===== src/mipv_cfg.svh =====
// Offsets, reset values and vector addresses of the interrupt resolver
`ifndef MIPV_CFG_SVH
`define MIPV_CFG_SVH
`define MIPV_OFF_PROMO      3'h0
`define MIPV_OFF_OPTION     3'h1
`define MIPV_OFF_ENA0       3'h2
`define MIPV_OFF_ENA1       3'h3
`define MIPV_OFF_ENA2       3'h4
`define MIPV_OFF_STATUS     3'h5
`define MIPV_PROMO_RST      4'h5
`define MIPV_CME_BIT        0
`define MIPV_VEC_RESET      16'hFFFE
`define MIPV_VEC_CLKMON     16'hFFFC
`define MIPV_VEC_WDOG       16'hFFFA
`define MIPV_VEC_ILLEGAL    16'hFFF8
`define MIPV_VEC_TRAP       16'hFFF6
`define MIPV_VEC_XPIN       16'hFFF4
`define MIPV_VEC_SLOT0      16'hFFF2
`define MIPV_VEC_STEP       16'h0002
`endif


===== src/mipv_pkg.sv =====
// Types shared by the interrupt resolver
package mipv_pkg;
    `include "mipv_cfg.svh"
    typedef enum logic [2:0] {
        MIPV_IDLE,
        MIPV_STACK,
        MIPV_FETCH_HI,
        MIPV_FETCH_LO,
        MIPV_LOAD
    } mipv_state_type;
    typedef struct packed {
        mipv_state_type st;
        logic           x_flag;
        logic           i_flag;
        logic           xsvc;
        logic [3:0]     promo;
        logic           clock_watch_enable;
        logic [5:0]     ena0;
        logic [7:0]     ena1;
        logic [3:0]     ena2;
        logic           ill_pend;
        logic [15:0]    vec;
        logic [15:0]    pc;
        logic [15:0]    mem_addr;
        logic           mem_rd;
        logic           pc_load;
        logic           take;
        logic           trap_ok;
        logic [7:0]     rdata;
    } mipv_regs_type;
endpackage


===== src/mipv_ctrl.sv =====
// Interrupt collection, masking, priority resolution and vector fetch
//
// Design decisions made here: strobed register access and the placing of the registers.
`timescale 1ns/10ps
`include "mipv_cfg.svh"
module mipv_ctrl
#(
    parameter int ADDR_W = 3
)
(
    input  wire logic              clock_i,
    input  wire logic              resetn_i,
    input  wire logic [ADDR_W-1:0] addr_i,
    input  wire logic [7:0]        wdata_i,
    input  wire logic              wr_i,
    input  wire logic              rd_i,
    output logic      [7:0]        rdata_o,
    input  wire logic              instr_boundary_i,
    input  wire logic              soft_trap_instr_i,
    input  wire logic              illegal_opcode_i,
    input  wire logic              ccr_stacked_i,
    input  wire logic              tap_i,
    input  wire logic              tap_x_i,
    input  wire logic              tap_i_flag_i,
    input  wire logic              return_from_trap_instr_i,
    input  wire logic              rtn_x_i,
    input  wire logic              rtn_i_flag_i,
    input  wire logic              clock_fail_i,
    input  wire logic              watchdog_fail_i,
    input  wire logic              watchdog_disable_cfg_i,
    input  wire logic              pseudo_nmi_pin_n_i,
    input  wire logic              irq_pin_n_i,
    input  wire logic              handshake_req_i,
    input  wire logic              periodic_req_i,
    input  wire logic [2:0]        capture_req_i,
    input  wire logic [4:0]        compare_req_i,
    input  wire logic              timer_wrap_req_i,
    input  wire logic              pulse_overflow_req_i,
    input  wire logic              pulse_edge_req_i,
    input  wire logic              serial_periph_req_i,
    input  wire logic              rx_full_req_i,
    input  wire logic              rx_overrun_req_i,
    input  wire logic              idle_line_req_i,
    input  wire logic              tx_empty_req_i,
    input  wire logic              tx_done_req_i,
    input  wire logic [7:0]        mem_data_i,
    output logic      [15:0]       mem_addr_o,
    output logic                   mem_rd_o,
    output logic      [15:0]       pc_o,
    output logic                   pc_load_o,
    output logic                   take_o,
    output logic      [15:0]       vector_addr_o,
    output logic                   trap_fetch_ok_o,
    output logic                   x_flag_o,
    output logic                   i_flag_o
);
    localparam int NSLOT = 15;

    mipv_pkg::mipv_regs_type s, n;
    logic [NSLOT-1:0] raw;
    logic [NSLOT-1:0] lena;
    logic [NSLOT-1:0] mreq;
    logic             sci_req;
    logic             xpin_req;
    logic             cm_fail;
    logic             wd_fail;
    logic [3:0]       pk;
    logic [3:0]       win;
    logic             any_i;

    if (ADDR_W < 3)
    begin : g_chk
        $error("mipv_ctrl: ADDR_W must be at least 3");
    end

    // Promotion code to slot index; slot k sits at FFF2 minus 2k
    function automatic logic [3:0] promo_slot(input logic [3:0] c);
        unique case (c)
            4'h0: promo_slot = 4'hA;
            4'h1: promo_slot = 4'hB;
            4'h2: promo_slot = 4'hC;
            4'h3: promo_slot = 4'hD;
            4'h4: promo_slot = 4'hE;
            4'h5: promo_slot = 4'h0;
            4'h6: promo_slot = 4'h0;
            4'h7: promo_slot = 4'h1;
            default: promo_slot = c - 4'h6;
        endcase
    endfunction

    // Asynchronous serial causes merged onto one slot
    assign sci_req = ((rx_full_req_i | rx_overrun_req_i) & s.ena2[0])
                   | (idle_line_req_i & s.ena2[1])
                   | (tx_empty_req_i & s.ena2[2])
                   | (tx_done_req_i & s.ena2[3]);

    // Slot order: pin/handshake, periodic, captures, compares, lower group
    assign raw = {sci_req, serial_periph_req_i, pulse_edge_req_i,
                  pulse_overflow_req_i, timer_wrap_req_i, compare_req_i,
                  capture_req_i, periodic_req_i,
                  (!irq_pin_n_i) | (handshake_req_i & s.ena0[5])};
    assign lena = {1'b1, s.ena0[3], s.ena0[2], s.ena0[1], s.ena0[0],
                   s.ena1[7:3], s.ena1[2:0], s.ena0[4], 1'b1};

    for (genvar k = 0; k < NSLOT; k++)
    begin : g_slot
        assign mreq[k] = raw[k] & lena[k] & !s.i_flag;
    end

    assign xpin_req = !pseudo_nmi_pin_n_i && !s.x_flag;
    assign cm_fail  = clock_fail_i && s.clock_watch_enable;
    assign wd_fail  = watchdog_fail_i && !watchdog_disable_cfg_i;
    assign pk       = promo_slot(s.promo);
    assign any_i    = |mreq;

    always_comb
    begin
        win = 4'h0;
        for (int k = NSLOT - 1; k >= 0; k--)
        begin
            if (mreq[k])
            begin
                win = 4'(k);
            end
        end
        if (mreq[pk])
        begin
            win = pk;
        end
    end

    always_comb
    begin
        n = s;
        n.take    = 1'b0;
        n.pc_load = 1'b0;
        n.mem_rd  = 1'b0;
        n.rdata   = 8'h00;
        if (illegal_opcode_i)
        begin
            n.ill_pend = 1'b1;
        end
        if (wr_i)
        begin
            unique case (addr_i[2:0])
                `MIPV_OFF_PROMO:
                    if (s.i_flag)
                    begin
                        n.promo = wdata_i[3:0];
                    end
                `MIPV_OFF_OPTION: n.clock_watch_enable = wdata_i[`MIPV_CME_BIT];
                `MIPV_OFF_ENA0: n.ena0 = wdata_i[5:0];
                `MIPV_OFF_ENA1: n.ena1 = wdata_i;
                `MIPV_OFF_ENA2: n.ena2 = wdata_i[3:0];
                default: ;
            endcase
        end
        if (rd_i)
        begin
            unique case (addr_i[2:0])
                `MIPV_OFF_PROMO:  n.rdata = {4'h0, s.promo};
                `MIPV_OFF_OPTION: n.rdata = {7'h00, s.clock_watch_enable};
                `MIPV_OFF_ENA0:   n.rdata = {2'h0, s.ena0};
                `MIPV_OFF_ENA1:   n.rdata = s.ena1;
                `MIPV_OFF_ENA2:   n.rdata = {4'h0, s.ena2};
                `MIPV_OFF_STATUS: n.rdata = {4'h0, s.st != mipv_pkg::MIPV_IDLE,
                                             s.ill_pend, s.i_flag, s.x_flag};
                default:          n.rdata = 8'h00;
            endcase
        end
        unique case (s.st)
            mipv_pkg::MIPV_IDLE:
            begin
                if (soft_trap_instr_i)
                begin
                    n.take = 1'b1;
                    n.xsvc = 1'b0;
                    n.vec  = `MIPV_VEC_TRAP;
                    n.st   = mipv_pkg::MIPV_STACK;
                end
                else if (instr_boundary_i &&
                         (s.ill_pend || xpin_req || any_i))
                begin
                    n.take = 1'b1;
                    n.xsvc = 1'b0;
                    n.st   = mipv_pkg::MIPV_STACK;
                    if (s.ill_pend)
                    begin
                        n.vec      = `MIPV_VEC_ILLEGAL;
                        n.ill_pend = illegal_opcode_i;
                    end
                    else if (xpin_req)
                    begin
                        n.vec  = `MIPV_VEC_XPIN;
                        n.xsvc = 1'b1;
                    end
                    else
                    begin
                        n.vec = `MIPV_VEC_SLOT0 -
                                16'({win, 1'b0});
                    end
                end
                else if (return_from_trap_instr_i)
                begin
                    n.x_flag = rtn_x_i;
                    n.i_flag = rtn_i_flag_i;
                end
                else if (tap_i)
                begin
                    n.x_flag = s.x_flag & tap_x_i;
                    n.i_flag = tap_i_flag_i;
                end
            end
            mipv_pkg::MIPV_STACK:
                if (ccr_stacked_i)
                begin
                    n.i_flag = 1'b1;
                    n.x_flag = s.x_flag | s.xsvc;
                    n.st     = mipv_pkg::MIPV_FETCH_HI;
                    n.mem_rd = 1'b1;
                    n.mem_addr = s.vec;
                end
            mipv_pkg::MIPV_FETCH_HI:
            begin
                n.st       = mipv_pkg::MIPV_FETCH_LO;
                n.mem_rd   = 1'b1;
                n.mem_addr = s.vec | 16'h0001;
            end
            mipv_pkg::MIPV_FETCH_LO:
            begin
                n.pc[15:8] = mem_data_i;
                n.st       = mipv_pkg::MIPV_LOAD;
            end
            mipv_pkg::MIPV_LOAD:
            begin
                n.pc[7:0] = mem_data_i;
                n.pc_load = 1'b1;
                n.st      = mipv_pkg::MIPV_IDLE;
            end
        endcase
        // Reset-class failures preempt any sequence, no stacking
        if (cm_fail || wd_fail)
        begin
            n.vec      = cm_fail ? `MIPV_VEC_CLKMON : `MIPV_VEC_WDOG;
            n.x_flag   = 1'b1;
            n.i_flag   = 1'b1;
            n.clock_watch_enable      = 1'b0;
            n.promo    = `MIPV_PROMO_RST;
            n.ill_pend = illegal_opcode_i;
            n.take     = 1'b0;
            n.pc_load  = 1'b0;
            n.st       = mipv_pkg::MIPV_FETCH_HI;
            n.mem_rd   = 1'b1;
            n.mem_addr = n.vec;
        end
        // Trap fetch allowed only with nothing else pending
        n.trap_ok = !(n.ill_pend || xpin_req || any_i) &&
                    n.st == mipv_pkg::MIPV_IDLE;
    end

    always_ff @(posedge clock_i or negedge resetn_i)
    begin
        if (!resetn_i)
        begin
            s          <= '0;
            s.st       <= mipv_pkg::MIPV_FETCH_HI;
            s.x_flag   <= 1'b1;
            s.i_flag   <= 1'b1;
            s.promo    <= `MIPV_PROMO_RST;
            s.vec      <= `MIPV_VEC_RESET;
            s.mem_addr <= `MIPV_VEC_RESET;
            s.mem_rd   <= 1'b1;
        end
        else
        begin
            s <= n;
        end
    end

    assign rdata_o         = s.rdata;
    assign mem_addr_o      = s.mem_addr;
    assign mem_rd_o        = s.mem_rd;
    assign pc_o            = s.pc;
    assign pc_load_o       = s.pc_load;
    assign take_o          = s.take;
    assign vector_addr_o   = s.vec;
    assign trap_fetch_ok_o = s.trap_ok;
    assign x_flag_o        = s.x_flag;
    assign i_flag_o        = s.i_flag;
endmodule


===== config.mk =====
export PLATFORM = sky130hd
export DESIGN_NAME = mipv_ctrl
export DESIGN_NICKNAME = d
export VERILOG_FILES = /design/src/mipv_pkg.sv /design/src/mipv_ctrl.sv
export VERILOG_INCLUDE_DIRS = /design/src
export SDC_FILE = /design/constraint.sdc
export NUM_CORES = 1
export LEC_CHECK = 0
export BUFFER_PORTS_ARGS = -buffer_cell sky130_fd_sc_hd__buf_2
export CORE_UTILIZATION = 45
export CTS_CLUSTER_DIAMETER = 80
export CTS_CLUSTER_SIZE = 30
export DETAILED_ROUTE_END_ITERATION = 7
export PLACE_DENSITY = 0.7
export SLEW_MARGIN = 10
export SYNTH_ARGS = -nofsm -noshare
export SYNTH_HDL_FRONTEND = slang
export SYNTH_SLANG_ARGS = --single-unit

===== constraint.sdc =====
create_clock -name clock_i -period 3.9 [get_ports clock_i]
set_input_delay 0.585 -clock clock_i [delete_from_list [all_inputs] [get_ports clock_i]]
set_output_delay 0.585 -clock clock_i [all_outputs]
set_load 0.01 [all_outputs]

---- Word level (Yosys, flattened, before mapping) ----
Cells that the tools add are included.
storage, ports and cells
  flip-flop bits (word level) ............. 90
  output and inout bits ................... 62
cells by class
  reductions and logical operators ........ 41
  $lt $le $gt $ge ......................... 1
  add/subtract/negate cells ............... 2
  multiplexer cells ....................... 60
  eq/ne operators ......................... 20
  bitwise operators ....................... 40
operator list
  operator                                              count
  2-to-1 mux 4 bit                                      19
  2-to-1 mux 17 bit                                     4
  2-to-1 mux 16 bit                                     3
  case mux 8 bit (6 select lines)                       1
  bitwise AND 1 bit                                     34
  case mux 17 bit (2 select lines)                      1
  case mux 4 bit (7 select lines)                       1
  2-to-1 mux 23 bit                                     1
  2-to-1 mux 19 bit                                     1
  equality test 4 x 3 -> 1 bit (second input constant)  4
  2-to-1 mux 8 bit                                      2
  2-to-1 mux 5 bit                                      3
  case mux 3 bit (5 select lines)                       1
  OR reduction 15 bit                                   1
  AND reduction 2 bit                                   7
  2-to-1 mux 1 bit                                      13
  equality test 3 x 2 -> 1 bit (second input constant)  4
  nonzero test 2 bit                                    6
  nonzero test 3 bit                                    4
  equality test 3 bit (second input constant)           3
  zero test 3 bit                                       3
  2-to-1 mux 3 bit                                      3
  inequality test 3 bit (second input constant)         3
  equality test 4 x 2 -> 1 bit (second input constant)  2
  other kinds (18)                                      40

---- Logic depth before layout (Yosys ltp) ----
  depth in word-level cells ............... 33
  mapped depth ............................ 13
  depth with buffers taken out ............ 12

---- Least setup slack after synthesis ----
OpenSTA, ideal clock, no wires.
  path kind ............................... register to register
  from .................................... register s[82] (netlist bit)
  to ...................................... register s, in the netlist vector_addr_o[3]
  clock period less this slack ............ 3.027 ns
  cell stages (with the launch flop) ...... 12
  data required time ...................... 3.818 ns
  data arrival time ....................... 2.946 ns
  setup slack ............................. 0.873 ns
  cell sequence ........................... dfstp_2 -> or3b_1 -> buf_2 -> a21o_1 -> a2111o_1 -> a22oi_4 -> nor2_2 -> mux2_4 -> ha_1 -> a21oi_1 -> nor4_1 -> a211o_1
between the ends
  cells in the longest elaborated chain, start to end .. 13
RTL lines
  what                                                               RTL line          RTL
  start: declaration                                                 mipv_ctrl.sv:59   mipv_pkg::mipv_regs_type s, n;
  start signal: assignment                                           mipv_ctrl.sv:276  s <= n;
  branches (longest 2 deep; another with subtractor 4 x 3 -> 4 bit)  --
  case mux 4 bit (7 select lines) *                                  mipv_ctrl.sv:78   unique case (c)
  binary-select mux 1 bit (select 4 bit)                             mipv_ctrl.sv:126  if (mreq[pk])
  2-to-1 mux 1 bit (implied by the code)                             mipv_ctrl.sv:126
  2-to-1 mux 4 bit *                                                 mipv_ctrl.sv:126
  subtractor 5 x 6 -> 7 bit (no line) *                              --
  2-to-1 mux 16 bit *                                                mipv_ctrl.sv:192  else if (xpin_req)
  2-to-1 mux 16 bit *                                                mipv_ctrl.sv:187  if (s.ill_pend)
  2-to-1 mux 17 bit *                                                mipv_ctrl.sv:181  else if (instr_boundary_i &&
  2-to-1 mux 16 bit *                                                mipv_ctrl.sv:174  if (soft_trap_instr_i)
  2-to-1 mux 17 bit *                                                mipv_ctrl.sv:171  unique case (s.st)
  2-to-1 mux 17 bit *                                                mipv_ctrl.sv:242  if (cm_fail || wd_fail)
Every way passes the cells marked *. The select of a mux whose other input is x is not followed.
A chain may end at the register's enable or synchronous reset.

---- Worst setup path in the final report ----
  from .................................... register s[80] (netlist bit)
  to ...................................... register s, in the netlist vector_addr_o[3]
Same word-level chain as after synthesis.

==> flow_summary.rst <==
.. list-table::
   :header-rows: 1

   * - Metric
     - Value
   * - Critical path capture point type
     - register
   * - Max-slew violation count
     - 0
   * - Origin of the critical flop-to-flop path
     - s[80]
   * - Final worst clock skew
     - ~0.011 ns
   * - Normalized max-slew margin
     - 40.05%
   * - Worst-path fanout max
     - 16
   * - PostCTS Resize Cnt
     - 0
   * - Global-route wire length before repair
     - about 16000 um
   * - Top flip-flop cell by instance count after synthesis
     - sky130_fd_sc_hd__dfrtp_1
   * - Startpoint of the most critical setup path
     - s[80]
   * - Post-synthesis instance area
     - roughly 0.0043 mm^2
   * - Top-level I/O count
     - between 100 and 150
   * - Most area-consuming cells after synthesis
     - sky130_fd_sc_hd__dfrtp_1 (31%), sky130_fd_sc_hd__dfstp_2 (11%), sky130_fd_sc_hd__buf_4 (9.9%)
   * - Last weighted congestion value of the routability-driven placer
     - between 0.9 and 1
   * - Average vias per placed instance
     - approximately 5.7
   * - Crit path setup slack, layout
     - 0.6445 ns
   * - Number of buffers inserted by port buffering
     - about 120
   * - R2R cell count
     - 10
   * - Data required time at the worst endpoint
     - approximately 4.2 ns
   * - Floorplan row count
     - 35
   * - Final critical path time including I/O delays and setup
     - ~3.3 ns
   * - Data arrival time of the worst path
     - ~3.5 ns
   * - Per-cell routed wire length
     - 16.70 um
   * - Largest net degree at the start of global routing
     - 52
   * - DR iter-0 viols
     - between 200 and 250
   * - Run status
     - finished clean
   * - Worst Setup Start Kind
     - register
   * - TritonCTS clock tree
     - yes
   * - Number of failing hold endpoints at the final stage
     - 0
   * - Min-Delay Path Class
     - in2async
   * - Finish-stage setup viols
     - 0
   * - Leading cell types in the layout, fill and taps excluded
     - sky130_fd_sc_hd__buf_2 (117), sky130_fd_sc_hd__dfrtp_1 (53), sky130_fd_sc_hd__nand2_1 (45)
   * - Global route overflow
     - 0
   * - Crit Path Class
     - reg2reg
   * - CTS H-Tree Depth
     - 3
   * - Post-route setup TNS
     - 0 ns
   * - End of the worst register-to-register path
     - vector_addr_o[3]
   * - Power per unit of standard cell area
     - between 600 and 700 mW/mm^2
   * - Die Height
     - 99.37 um
   * - Reported max-cap violation count
     - 0
   * - Setup repair after global routing missed its margin
     - false
   * - Nets
     - 551
   * - Share of the cycle needed by the critical path after routing
     - ~83%
   * - Initial DRT Pass Iterations
     - 5
   * - DRC violations left
     - 0
   * - Clock root buffer master
     - sky130_fd_sc_hd__clkbuf_8
   * - Distinct cell type count of the synthesized netlist
     - between 70 and 80
   * - Most common library cell in the layout ignoring fill and taps
     - sky130_fd_sc_hd__buf_2
   * - Hold buffer count at CTS
     - 0
   * - Register-to-Register Setup Slack
     - about 0.64 ns
   * - Area growth, synth to finish
     - 11.82%
   * - Insertion delay of the later-clocked pin in the worst-skew pair
     - 0.35 ns
   * - Post-synthesis async set-or-reset flop share
     - 100.0%
   * - Routed vias
     - between 3000 and 4000
   * - Total clock buffers created by CTS
     - 9
   * - Number of setup buffers added after CTS
     - 0
   * - Sink Count
     - a little over 70
   * - Proportion of layout cells with a drive suffix above 1
     - ~40%
   * - Floorplan die width
     - about 100 um
   * - Mapped Avg Cell Area
     - a little under 10 um^2
   * - Cell type contributing the most total cell area after synthesis
     - sky130_fd_sc_hd__dfrtp_1
   * - Worst-case setup slack after placement
     - approximately 0.67 ns
   * - Leakage power of the design
     - around 2.2 nW
   * - Post-synthesis sequential area ratio
     - 42.17%
   * - Routed Antenna Nets
     - 0
   * - Count of warnings emitted by yosys
     - 0
   * - Total half-perimeter wirelength after legalization and detailed placement
     - 7633 um
   * - Mapped Cells
     - about 430
   * - IR drop worst, VDD
     - around 0.00023 V
   * - Number of antenna violations at the first check in global routing
     - 0
   * - Antenna cell count
     - 0
   * - Max Root-Sink Buffers
     - 2
   * - Synthesized flop and latch total
     - 71
   * - Actual transition at the worst max-transition pin
     - around 0.9 ns
   * - Number of enable-type register cells in the synthesized netlist
     - 0
   * - Die Footprint
     - between 0.009 and 0.01 mm^2
   * - GRT Resource Usage Total
     - a little over a fifth
   * - Number of global-route vias before repair
     - roughly 3300
   * - Post-synthesis net count
     - between 400 and 500
   * - Clock input transition at the sequential cells of the worst setup and hold paths
     - 0.08 ns
   * - Peak clock frequency supported by timing
     - approximately 300 MHz
   * - Synth top area share
     - 31.09%
   * - Total core area
     - between 0.009 and 0.01 mm^2
   * - Total Routed Length
     - just over 10000 um
   * - Effective utilization at floorplan
     - 46.39%
-- routing by layer --
| metal | share of wire (%) | GRT usage (%) | up-vias |
|---|---|---|---|
| met5 | 0 | 0 | - |
| li1 | - | - | 1616 |
| met1 | 44 | 27.79 | 1673 |
| met3 | 7.2 | 5.762 | 19 |
| met2 | 47 | 34.08 | 162 |
| met4 | 2.1 | 8.937 | 0 |
-- cells by family after synthesis --
family / after synthesis / share of synthesized area [%]
AOI/OAI and AO/OA: 96 / 16.33
other: 1 / 0.08789
DFF: 71 / 42.17
adders and majority gates: 2 / 0.5864
xor gates and xnor gates: 1 / 0.2053
buffers and inverters: 80 / 12.20
and+or+nand+nor: 129 / 14.87
muxes: 53 / 13.55
-- flip-flops by register name, indices dropped and copies added, names as in the netlist --
signal,cells
vector_addr_o,6
lena,13
mem_rd_o,1
pc_load_o,1
take_o,1
x_flag_o,1
pc_o,16
rdata_o,8
s,15
i_flag_o,1
trap_fetch_ok_o,1
mem_addr_o,7
-- cell type report --
type | instances | area [um^2]
Fill cell | 842 | 4425
Timing Repair Buffer | 121 | 615.6
Tap cell | 111 | 138.9
Clock inverter | 6 | 116.4
Multi-Input combinational cell | 282 | 1947
Clock buffer | 10 | 127.6
Inverter | 7 | 26.28
Sequential cell | 71 | 1799
-- where the power goes --
group / switching [mW] / internal (mW)
Combinational: 0.553 / 0.504
Clock: 0.288 / 0.430
Sequential: 0.199 / 0.978
Total: 1.04 / 1.91
-- Yosys cell counts (3+ instances only) --
cell                       instances
sky130_fd_sc_hd__a21o_1            5
sky130_fd_sc_hd__nand3b_1          4
sky130_fd_sc_hd__o21ai_0           9
sky130_fd_sc_hd__a221oi_1          4
sky130_fd_sc_hd__o21bai_1          3
sky130_fd_sc_hd__a31oi_1           3
sky130_fd_sc_hd__nand4_1           4
sky130_fd_sc_hd__nand2_1          45
sky130_fd_sc_hd__a22oi_1           4
sky130_fd_sc_hd__mux2_2           34
sky130_fd_sc_hd__clkbuf_1         14
sky130_fd_sc_hd__a211o_1           3
sky130_fd_sc_hd__dfstp_2          18
sky130_fd_sc_hd__inv_1             7
sky130_fd_sc_hd__nor2_1           32
sky130_fd_sc_hd__nand3_1           7
sky130_fd_sc_hd__buf_4            56
sky130_fd_sc_hd__a21oi_1          24
sky130_fd_sc_hd__nor4_1            3
sky130_fd_sc_hd__dfrtp_1          53
sky130_fd_sc_hd__nor2b_1           5
sky130_fd_sc_hd__nor3_1            4
sky130_fd_sc_hd__mux2i_1          18
sky130_fd_sc_hd__o31ai_1           4
sky130_fd_sc_hd__a21boi_0          3
sky130_fd_sc_hd__or3_1             3
sky130_fd_sc_hd__nand2b_1          5
sky130_fd_sc_hd__a211oi_1          4
-- stage by stage --
step	cells	power, mW	instance area, um^2	hold slack [ns]	util, %
6_report	608	2.952	4771	0.1847	51.88
3_5_place_dp	592	2.239	4527	0.4882	49.22
3_3_place_gp	592	2.202	4527	0.4812	49.22
2_1_floorplan	433	2.028	4267	0.2894	-
5_1_grt	608	3.142	4771	0.1931	51.88
4_1_cts	608	2.971	4771	0.1804	51.88
-- how the worst max path moves through the flow --
| stage | end | slack (ns) | cells after the start |
|---|---|---|---|
| 2_1_floorplan | vector_addr_o[3] | 0.87 | 11 |
| 3_3_place_gp | vector_addr_o[3] | 0.79 | 10 |
| 3_5_place_dp | vector_addr_o[3] | 0.67 | 10 |
| 4_1_cts | vector_addr_o[3] | 0.64 | 10 |
| 5_1_grt | vector_addr_o[3] | 0.37 | 10 |
| 6_report | vector_addr_o[3] | 0.64 | 10 |
-- worst max-delay path, stage by stage, from the launching register on --
cell                       delay (ns)
sky130_fd_sc_hd__dfstp_2         0.69
sky130_fd_sc_hd__nor3b_1         0.11
sky130_fd_sc_hd__o31ai_1         0.54
sky130_fd_sc_hd__o221ai_1        0.22
sky130_fd_sc_hd__o221a_2         0.32
sky130_fd_sc_hd__nor2_2          0.21
sky130_fd_sc_hd__mux2_4          0.34
sky130_fd_sc_hd__ha_1            0.27
sky130_fd_sc_hd__a21oi_1         0.14
sky130_fd_sc_hd__nor4_1          0.06
sky130_fd_sc_hd__a211o_1         0.27
No activity file was read; power rests on OpenSTA's default activity.
